<file path="src/shared/osm_pkg.sv">
package osm_pkg;
	// ------------------------------------------------------------
	// Register indices (byte address is four times the index)
	// ------------------------------------------------------------
	localparam logic [7:0] OSM_IDX_SYS1 = 8'h38;
	localparam logic [7:0] OSM_IDX_SYS2 = 8'h39;
	localparam logic [7:0] OSM_IDX_WAKE = 8'h3A;
	localparam logic [7:0] OSM_IDX_FLASH = 8'h3B;
	localparam logic [7:0] OSM_IDX_STAT = 8'h3C;
	// ------------------------------------------------------------
	// Field positions
	// ------------------------------------------------------------
	localparam int OSM_B_STOP = 7;
	localparam int OSM_B_RELEASE_METHOD = 6;
	localparam int OSM_B_RETURN_MODE_SELECT = 5;
	localparam int OSM_B_OUTEN = 4;
	localparam int OSM_B_WUT = 2;
	localparam int OSM_B_HFEN = 7;
	localparam int OSM_B_LFEN = 6;
	localparam int OSM_B_MAIN_CLOCK_SELECT = 5;
	localparam int OSM_B_IDLE = 4;
	localparam int OSM_B_TGH = 2;
	// ------------------------------------------------------------
	// Reset values and flash wait counts (clock periods)
	// ------------------------------------------------------------
	localparam logic OSM_RST_HFEN = 1'b1;
	localparam logic OSM_RST_LFEN = 1'b0;
	localparam logic [17:0] OSM_FW_FAST = 18'h00400;
	localparam logic [17:0] OSM_FW_SLOW = 18'h00008;
	// ------------------------------------------------------------
	// Types
	// ------------------------------------------------------------
	typedef enum logic [2:0] {
		OSM_RUN, OSM_CPU_HALT, OSM_GATED, OSM_STOPPED, OSM_WARMUP, OSM_FLASHWAIT
	} osm_state_t;
	typedef struct packed {
		logic stopBit;
		logic relmReg;
		logic relmEff;
		logic relmPend;
		logic return_mode_select;
		logic outen;
		logic [1:0] warmup_select;
		logic hfEn;
		logic lfEn;
		logic main_clock_select;
		logic idle;
		logic clock_gate_halt;
		logic [3:0] keyEn;
		logic flashPd;
		logic fpdAtStop;
	} osm_ctrl_t;
	typedef struct packed {
		osm_state_t st;
		osm_ctrl_t c;
		logic [17:0] cnt;
		logic pinS1;
		logic pinS2;
		logic pinPrev;
		logic [3:0] keyS1;
		logic [3:0] keyS2;
		logic pready;
		logic pslverr;
		logic [31:0] prdata;
		logic hfOut;
		logic lfOut;
		logic cpuHalt;
		logic periphGate;
		logic allHalt;
		logic tgClear;
		logic rstReq;
		logic flashOut;
	} osm_regs_t;
endpackage : osm_pkg

</file>
<file path="src/verilog/osm_clock_power.sv">
// Functional notes
// - High and low frequency oscillator enable bits start or stop their oscillators.
// - Clock select writes 0 fast, 1 slow; reads return clock in use.
// - CPU-halt bit stops CPU and watchdog; peripherals keep running.
// - Clock-gate halt bit stops peripheral clocks except time base timer.
// - Reset when both oscillators off or selected clock's oscillator disabled.
// - CPU-halt bit clears itself on release.
// - Clock-gate halt bit clears itself on release.
// - Writing 1 to bit 7 of first control register enters STOP.
// - STOP stops oscillators, halts everything, holds all state.
// - Entering STOP clears timing generator prescaler and divider.
// - During STOP the program counter stays two past the start instruction.
// - Release method bit: 1 level-sensitive, 0 edge-sensitive.
// - Level release: STOP pin high or enabled key input low.
// - Level release: STOP start with condition present goes straight to warm-up.
// - Pin falling again during warm-up does not re-enter STOP.
// - Edge to level change waits for a rising pin edge.
// - Edge release: rising pin edge ends STOP; entry allowed with pin high.
// - Flash flag set at entry adds a CPU wait after warm-up.
// - Two-bit field selects one of four warm-up lengths per return clock.
// - Return mode bit: 0 fast clock, 1 slow single clock.
// - Release restarts oscillators, halts during warm-up, then resumes.
//
// Implementation choice: the APB slave port.
module osm_clock_power
	import osm_pkg::*;
#(
	parameter logic [3:0][17:0] WARM_FAST = {18'h04000, 18'h0C000, 18'h10000, 18'h30000},
	parameter logic [3:0][17:0] WARM_SLOW = {18'h00040, 18'h000C0, 18'h02000, 18'h06000}
) (
	input wire logic clk,
	input wire logic resetn,
	input wire logic psel,
	input wire logic penable,
	input wire logic pwrite,
	input wire logic [31:0] paddr,
	input wire logic [31:0] pwdata,
	output logic [31:0] prdata,
	output logic pready,
	output logic pslverr,
	input wire logic stopPin,
	input wire logic [3:0] keyWakeN,
	input wire logic sleepWake,
	output logic hfOscOn,
	output logic lfOscOn,
	output logic mainClkSel,
	output logic cpuHalt,
	output logic periphGate,
	output logic allHalt,
	output logic flashWait,
	output logic tgClear,
	output logic sysResetReq,
	output logic portKeep
);
	osm_regs_t s;
	osm_regs_t n;
	logic pinRise;
	logic relCond;
	logic wrAcc;
	logic [7:0] idx;
	logic hit;

	// Pin conditions from synchronised copies only
	assign pinRise = s.pinS2 & ~s.pinPrev;
	assign relCond = s.pinS2 | (|(~s.keyS2 & s.c.keyEn));
	assign idx = paddr[9:2];
	assign hit = (paddr[31:10] == 22'h000000) && (paddr[1:0] == 2'h0)
		&& (idx >= OSM_IDX_SYS1) && (idx <= OSM_IDX_STAT);
	assign wrAcc = psel & penable & s.pready & pwrite & ~s.pslverr;

	// ------------------------------------------------------------
	// Next state
	// ------------------------------------------------------------
	always_comb begin
		logic goWarm;
		logic [7:0] rd;
		goWarm = 1'b0;
		rd = 8'h00;
		n = s;
		n.tgClear = 1'b0;
		n.rstReq = 1'b0;
		n.pready = 1'b0;
		n.pslverr = 1'b0;
		// Two-flop synchronisers for the pins
		n.pinS1 = stopPin;
		n.pinS2 = s.pinS1;
		n.pinPrev = s.pinS2;
		n.keyS1 = keyWakeN;
		n.keyS2 = s.keyS1;
		// Deferred switch to level release
		if (s.c.relmPend && pinRise) begin
			n.c.relmEff = 1'b1;
			n.c.relmPend = 1'b0;
		end
		// APB read data captured in setup cycle
		unique case (idx)
			OSM_IDX_SYS1: rd = {s.c.stopBit, s.c.relmReg, s.c.return_mode_select, s.c.outen, s.c.warmup_select, 2'h0};
			OSM_IDX_SYS2: rd = {s.c.hfEn, s.c.lfEn, s.c.main_clock_select, s.c.idle, 1'b0, s.c.clock_gate_halt,
				2'h0};
			OSM_IDX_WAKE: rd = {4'h0, s.c.keyEn};
			OSM_IDX_FLASH: rd = {7'h00, s.c.flashPd};
			default: rd = {5'h00, s.st};
		endcase
		if (psel && !penable) begin
			n.pready = 1'b1;
			n.pslverr = ~hit;
			n.prdata = hit ? {24'h000000, rd} : 32'h00000000;
		end
		// Register writes
		if (wrAcc && idx == OSM_IDX_SYS2) begin
			// Illegal oscillator combination requests a reset
			if ((!pwdata[OSM_B_HFEN] && !pwdata[OSM_B_LFEN])
				|| (!pwdata[OSM_B_HFEN] && !pwdata[OSM_B_MAIN_CLOCK_SELECT])
				|| (!pwdata[OSM_B_LFEN] && pwdata[OSM_B_MAIN_CLOCK_SELECT])) begin
				n.rstReq = 1'b1;
			end
			n.c.hfEn = pwdata[OSM_B_HFEN];
			n.c.lfEn = pwdata[OSM_B_LFEN];
			n.c.main_clock_select = pwdata[OSM_B_MAIN_CLOCK_SELECT];
			if (s.st == OSM_RUN && pwdata[OSM_B_IDLE]) begin
				n.c.idle = 1'b1;
				n.st = OSM_CPU_HALT;
			end else if (s.st == OSM_RUN && pwdata[OSM_B_TGH]) begin
				n.c.clock_gate_halt = 1'b1;
				n.st = OSM_GATED;
			end
		end
		if (wrAcc && idx == OSM_IDX_WAKE) begin
			n.c.keyEn = pwdata[3:0];
		end
		if (wrAcc && idx == OSM_IDX_FLASH) begin
			n.c.flashPd = pwdata[0];
		end
		if (wrAcc && idx == OSM_IDX_SYS1) begin
			n.c.relmReg = pwdata[OSM_B_RELEASE_METHOD];
			// Level release only after a pin rising edge when coming from edge
			if (!pwdata[OSM_B_RELEASE_METHOD]) begin
				n.c.relmEff = 1'b0;
				n.c.relmPend = 1'b0;
			end else if (!s.c.relmEff) begin
				n.c.relmPend = 1'b1;
			end
			n.c.return_mode_select = pwdata[OSM_B_RETURN_MODE_SELECT];
			n.c.outen = pwdata[OSM_B_OUTEN];
			n.c.warmup_select = pwdata[OSM_B_WUT+1:OSM_B_WUT];
			if (pwdata[OSM_B_STOP] && s.st == OSM_RUN) begin
				n.c.stopBit = 1'b1;
				n.tgClear = 1'b1;
				n.c.fpdAtStop = s.c.flashPd;
				if (s.c.relmEff && relCond) begin
					goWarm = 1'b1;
				end else begin
					n.st = OSM_STOPPED;
				end
			end
		end
		// Mode sequencing
		unique case (s.st)
			OSM_RUN: begin
			end
			OSM_CPU_HALT: begin
				if (sleepWake) begin
					n.c.idle = 1'b0;
					n.st = OSM_RUN;
				end
			end
			OSM_GATED: begin
				if (sleepWake) begin
					n.c.clock_gate_halt = 1'b0;
					n.st = OSM_RUN;
				end
			end
			OSM_STOPPED: begin
				// Frozen until release; CPU keeps its advanced program counter
				if ((s.c.relmEff && relCond) || (!s.c.relmEff && pinRise)) begin
					goWarm = 1'b1;
				end
			end
			OSM_WARMUP: begin
				// Pin level is ignored here, so STOP is never re-entered
				if (s.cnt == 18'h00000) begin
					n.st = s.c.fpdAtStop ? OSM_FLASHWAIT : OSM_RUN;
					n.cnt = (s.c.return_mode_select ? OSM_FW_SLOW : OSM_FW_FAST) - 18'h00001;
					n.c.stopBit = s.c.fpdAtStop;
				end else begin
					n.cnt = s.cnt - 18'h00001;
				end
			end
			OSM_FLASHWAIT: begin
				if (s.cnt == 18'h00000) begin
					n.st = OSM_RUN;
					n.c.stopBit = 1'b0;
				end else begin
					n.cnt = s.cnt - 18'h00001;
				end
			end
			default: begin
				n.st = OSM_RUN;
			end
		endcase
		// Release: restart oscillators for the return mode, load warm-up
		if (goWarm) begin
			n.st = OSM_WARMUP;
			if (n.c.return_mode_select) begin
				n.c.lfEn = 1'b1;
				n.c.hfEn = 1'b0;
				n.c.main_clock_select = 1'b1;
				n.cnt = WARM_SLOW[n.c.warmup_select] - 18'h00001;
			end else begin
				n.c.hfEn = 1'b1;
				n.c.main_clock_select = 1'b0;
				n.cnt = WARM_FAST[n.c.warmup_select] - 18'h00001;
			end
		end
		// Registered outputs
		n.hfOut = n.c.hfEn && n.st != OSM_STOPPED;
		n.lfOut = n.c.lfEn && n.st != OSM_STOPPED;
		n.cpuHalt = n.st != OSM_RUN;
		n.periphGate = n.st == OSM_GATED;
		n.allHalt = n.st == OSM_STOPPED || n.st == OSM_WARMUP;
		n.flashOut = n.st == OSM_FLASHWAIT;
	end

	// ------------------------------------------------------------
	// State register
	// ------------------------------------------------------------
	always_ff @(posedge clk or negedge resetn) begin
		if (!resetn) begin
			s <= '0;
			s.st <= OSM_RUN;
			s.c.hfEn <= OSM_RST_HFEN;
			s.c.lfEn <= OSM_RST_LFEN;
			s.hfOut <= OSM_RST_HFEN;
			s.lfOut <= OSM_RST_LFEN;
		end else begin
			s <= n;
		end
	end

	// Outputs straight from flops
	assign prdata = s.prdata;
	assign pready = s.pready;
	assign pslverr = s.pslverr;
	assign hfOscOn = s.hfOut;
	assign lfOscOn = s.lfOut;
	assign mainClkSel = s.c.main_clock_select;
	assign cpuHalt = s.cpuHalt;
	assign periphGate = s.periphGate;
	assign allHalt = s.allHalt;
	assign flashWait = s.flashOut;
	assign tgClear = s.tgClear;
	assign sysResetReq = s.rstReq;
	assign portKeep = s.c.outen;
endmodule : osm_clock_power

</file>
<file path="config.mk">
export PLATFORM = sky130hd
export DESIGN_NAME = osm_clock_power
export DESIGN_NICKNAME = d
export VERILOG_FILES = /design/src/shared/osm_pkg.sv /design/src/verilog/osm_clock_power.sv
export SDC_FILE = /design/constraint.sdc
export NUM_CORES = 1
export LEC_CHECK = 0
export BUFFER_PORTS_ARGS = -buffer_cell sky130_fd_sc_hd__buf_2
export CAP_MARGIN = 15
export CORE_AREA = 5 5 120 122
export CTS_CLUSTER_SIZE = 30
export DETAILED_ROUTE_END_ITERATION = 12
export DIE_AREA = 0 0 125 127
export PLACE_DENSITY = 0.54
export REMOVE_ABC_BUFFERS = 1
export SETUP_SLACK_MARGIN = 0.5
export SYNTH_ARGS = -nofsm -noshare
export SYNTH_HDL_FRONTEND = slang
export SYNTH_SLANG_ARGS = --single-unit
</file>
<file path="constraint.sdc">
create_clock -name clk -period 3.07 [get_ports clk]
set_input_delay 0.1535 -clock clk [delete_from_list [all_inputs] [get_ports clk]]
set_output_delay 0.1535 -clock clk [all_outputs]
set_load 0.02 [all_outputs]
</file>
==> key figures <==
Timing
  • Slew HR: 0.3636
  • Setup repair after global routing missed its margin: yes
  • Final setup viols: 0
  • Least-Margin Pin Slew: between 900 and 1000 ps
  • Slew Limit Fails: 0
  • Part of the cycle the worst path needs: 0.8211
  • Final Critical Period: 2521 ps
  • Fin. Hold Viols: 0
  • Worst Skew: 3.662 ps
  • Fmax achieved: slightly below 400 MHz
  • Final setup TNS: 0 ps

Finish
  • Layout cells sized above 1: 0.2598
  • Nets: ~560
  • Ant. Diodes: 0
  • P&R area growth vs syn: 20.94%
  • Number of fill cells: 1,328

Power and ir drop
  • Pwr Density: between 400 and 500 mW/mm²
  • Switch share: 0.2294
  • Lkg Pwr: ~2.1 nW
  • Combinational Power Share: 0.059
  • Peak VDD IR: ~250 µV
  • Overall power: 2.093 mW
  • Clock Power Share: 0.499
  • Switching Power: 0.4802 mW
  • Reg power frac: 0.442
  • Internal power: between 1.5 and 2 mW

Global route
  • Initial antenna violation count: 0
  • Aggregate global-route resource usage: 0.1254
  • Number of global-route vias before repair: 3,170
  • GRT overflow: 0
  • Largest net degree at the start of global routing: ~40
  • Global-route wire length before repair: 16,120 µm

Setup path
  • Critical path arrival: between 2000 and 3000 ps
  • Crit path buf inv count: 1
  • Top cell family by delay on the critical path: simple AND/OR/NAND/NOR gates
  • Critical path type: reg -> reg
  • Critical path's largest stage delay: 470 ps
  • CP Cell Sequence: or2_2 > or4_4 > nor4_4 > buf_4 > a21o_1 > nand2_1 > or3b_1
  • CP Launch Type: register
  • CP Capture Type: register
  • Worst-path fanout max: 6
  • Worst path required time: approximately 3300 ps
  • CP max stage cell: or4_4

Logic synthesis
  • Cell count after synthesis: a little over 400
  • Syn avg cell area: approximately 9.5 µm²
  • Top cells by area, synth: dfrtp_1 (43%), buf_4 (6.4%), nand2_1 (4.7%), mux2i_1 (3.6%), a21oi_1 (3.1%)
  • Post-Syn Area: 0.003872 mm²
  • EDFF count, synth: 0
  • Share of the synthesized area in the top cell type: 0.4330
  • Synth Warn #: 0
  • Asr flop ratio synth: 1.000
  • FF+latch count, synth: 69
  • Yosys top cell by area: dfrtp_1
  • Sequential share of the synthesized area: 0.4465
  • Dominant synthesized flop cell: dfrtp_1
  • Synth cell types: slightly below 70

Drt
  • Vias: 3,276
  • Antenna Nets Post-Route: 0
  • DR WL/cell: between 15 and 20 µm
  • DRC violations left: 0
  • Via/cell ratio: approximately 5.0
  • WL final: 9999 µm
  • Initial drt markers: approximately 280
  • Detailed Routing Iterations Pass 1: 4

Clocking
  • CTS tree: yes
  • Bufs on Longest Clock Path: 2
  • Root Driver: clkbuf_16
  • H-Tree Depth: 3
  • Clk_lat worst skew: 330 ps
  • TritonCTS Buffers: 9
  • Reg clk slew, reported paths: around 60 ps
  • Clock sinks: 69

Die
  • Core area: 0.01309 mm²
  • Die width: between 100 and 150 µm
  • Row cnt: 42
  • Initial Utilization: 0.2959
  • Die ar.: 0.01588 mm²
  • # IOs: between 100 and 150
  • Die height: 127 µm

Status
  • Status: complete, no violations

Place
  • Detailed Place HPWL: ~7600 µm
  • GPL Wtd Cong: around 0.84
  • Port Buffer Count: 70

Flow run
  • Max cap viols: 0

Min path
  • HP Class: in -> reg
[through the flow]
stage / util / instance area, µm² / setup slack (ps) / hold WS [ps] / std cells
after global placement: 0.3280 / 4292 / 474.6 / 265.2 / 638
final: 0.3579 / 4683 / 549.3 / 47.77 / 661
after detailed placement: 0.3280 / 4292 / 425.5 / 268.0 / 638
after global routing: 0.3579 / 4683 / 434.0 / 42.15 / 661
after floorplan: - / 3638 / 725.3 / -142.1 / 381
after CTS: 0.3561 / 4659 / 501.0 / 38.87 / 660
[state kept, by name, indices dropped and copies added (netlist names)]
name / count
sysResetReq: 1
cpuHalt: 1
n: 6
portKeep: 1
prdata: 8
hfOscOn: 1
allHalt: 1
periphGate: 1
tgClear: 1
lfOscOn: 1
pslverr: 1
s: 43
mainClkSel: 1
pready: 1
flashWait: 1
[cell usage after synthesis, types with 8 or more instances]
master and number:
nor4_1 8, o21ai_0 22, nor3_1 11, or4_1 8
nor2_1 26, a21oi_1 24, inv_1 13, dfrtp_1 67
clkbuf_1 11, buf_4 33, mux2i_1 14, nand2_1 48
[worst paths after layout]
kind	from	to	slack, ps	cells past startpoint
worst max register to register	s[59]	cpuHalt	550	7
max in group asynchronous	resetn	hfOscOn	1710	3
worst max-delay path	s[59]	cpuHalt	550	7
min in group asynchronous	resetn	allHalt	500	2
worst min-delay path	pwdata[1]	s[74]	50	2
worst min register to register	n[51]	n[50]	350	0
[worst reg2reg max path, delay by kind of cell (launching register included)]
kind	cells	cell delay (ps)
AO/OA/AOI/OAI	1	110
buffers and inverters	1	230
flip-flops	1	420
AND/OR/NAND/NOR	5	1640
[repair_timing]
action | in CTS | in global routing
hold buffers | 6 | 0
buffers inserted | 0 | 1
endpoints found under the setup margin | 2 | 10
hold endpoints to repair | 37 | 0
gates resized for setup | 1 | 4
pin swaps | 0 | 1
[cell families after synthesis]
group,Yosys count,share of synthesized area
AO/OA/AOI/OAI,97,0.1706
adder cells (fa/ha/maj),1,0.003231
buffers and inverters,61,0.09531
flip-flops,69,0.4465
multiplexers,19,0.05072
other,1,0.0009684
AND/OR/NAND/NOR,158,0.2326
[cell usage in the layout (no fill, tap or decap), types with 8 or more instances in the layout]
| master | n |
|---|---|
| clkbuf_16 | 9 |
| a21oi_1 | 24 |
| dfrtp_1 | 67 |
| nand2_1 | 48 |
| o21ai_0 | 22 |
| nor2_1 | 26 |
| mux2i_1 | 14 |
| buf_2 | 70 |
| nor3_1 | 10 |
| conb_1 | 24 |
| nor4_1 | 8 |
| buf_4 | 12 |
| inv_1 | 13 |
[final cells by class]
cell class / count / area [µm²] / area share
Timing Repair Buffer: 88 / 500.5 / 0.1069
Sequential cell: 69 / 1729 / 0.3692
Inverter: 13 / 48.80 / 0.01042
Tap cell: 176 / 220.2 / 0.04702
Clock inverter: 5 / 60.06 / 0.01282
Clock buffer: 11 / 242.7 / 0.05183
Multi-Input combinational cell: 299 / 1882 / 0.4018
[per-layer routing]
metal / up-vias / share of wire / track usage / routed length (µm)
li1: 1577 / - / - / -
met1: 1617 / 0.46 / 0.1626 / 4625
met2: 74 / 0.48 / 0.2047 / 4815
met3: 8 / 0.042 / 0.02629 / 417
met4: 0 / 0.014 / 0.05230 / 141
met5: - / 0 / 0 / 0
[power groups by stage]
stage / clock network [mW] / registers, mW / logic [mW]
finish: 1.04 / 0.924 / 0.124
global route: 1.11 / 0.924 / 0.138
CTS: 1.08 / 0.924 / 0.125
detailed placement: 0 / 0.940 / 0.119
global placement: 0 / 0.940 / 0.117
floorplan: 0 / 0.941 / 0.0454
No activity file was read; power rests on OpenSTA's default activity.
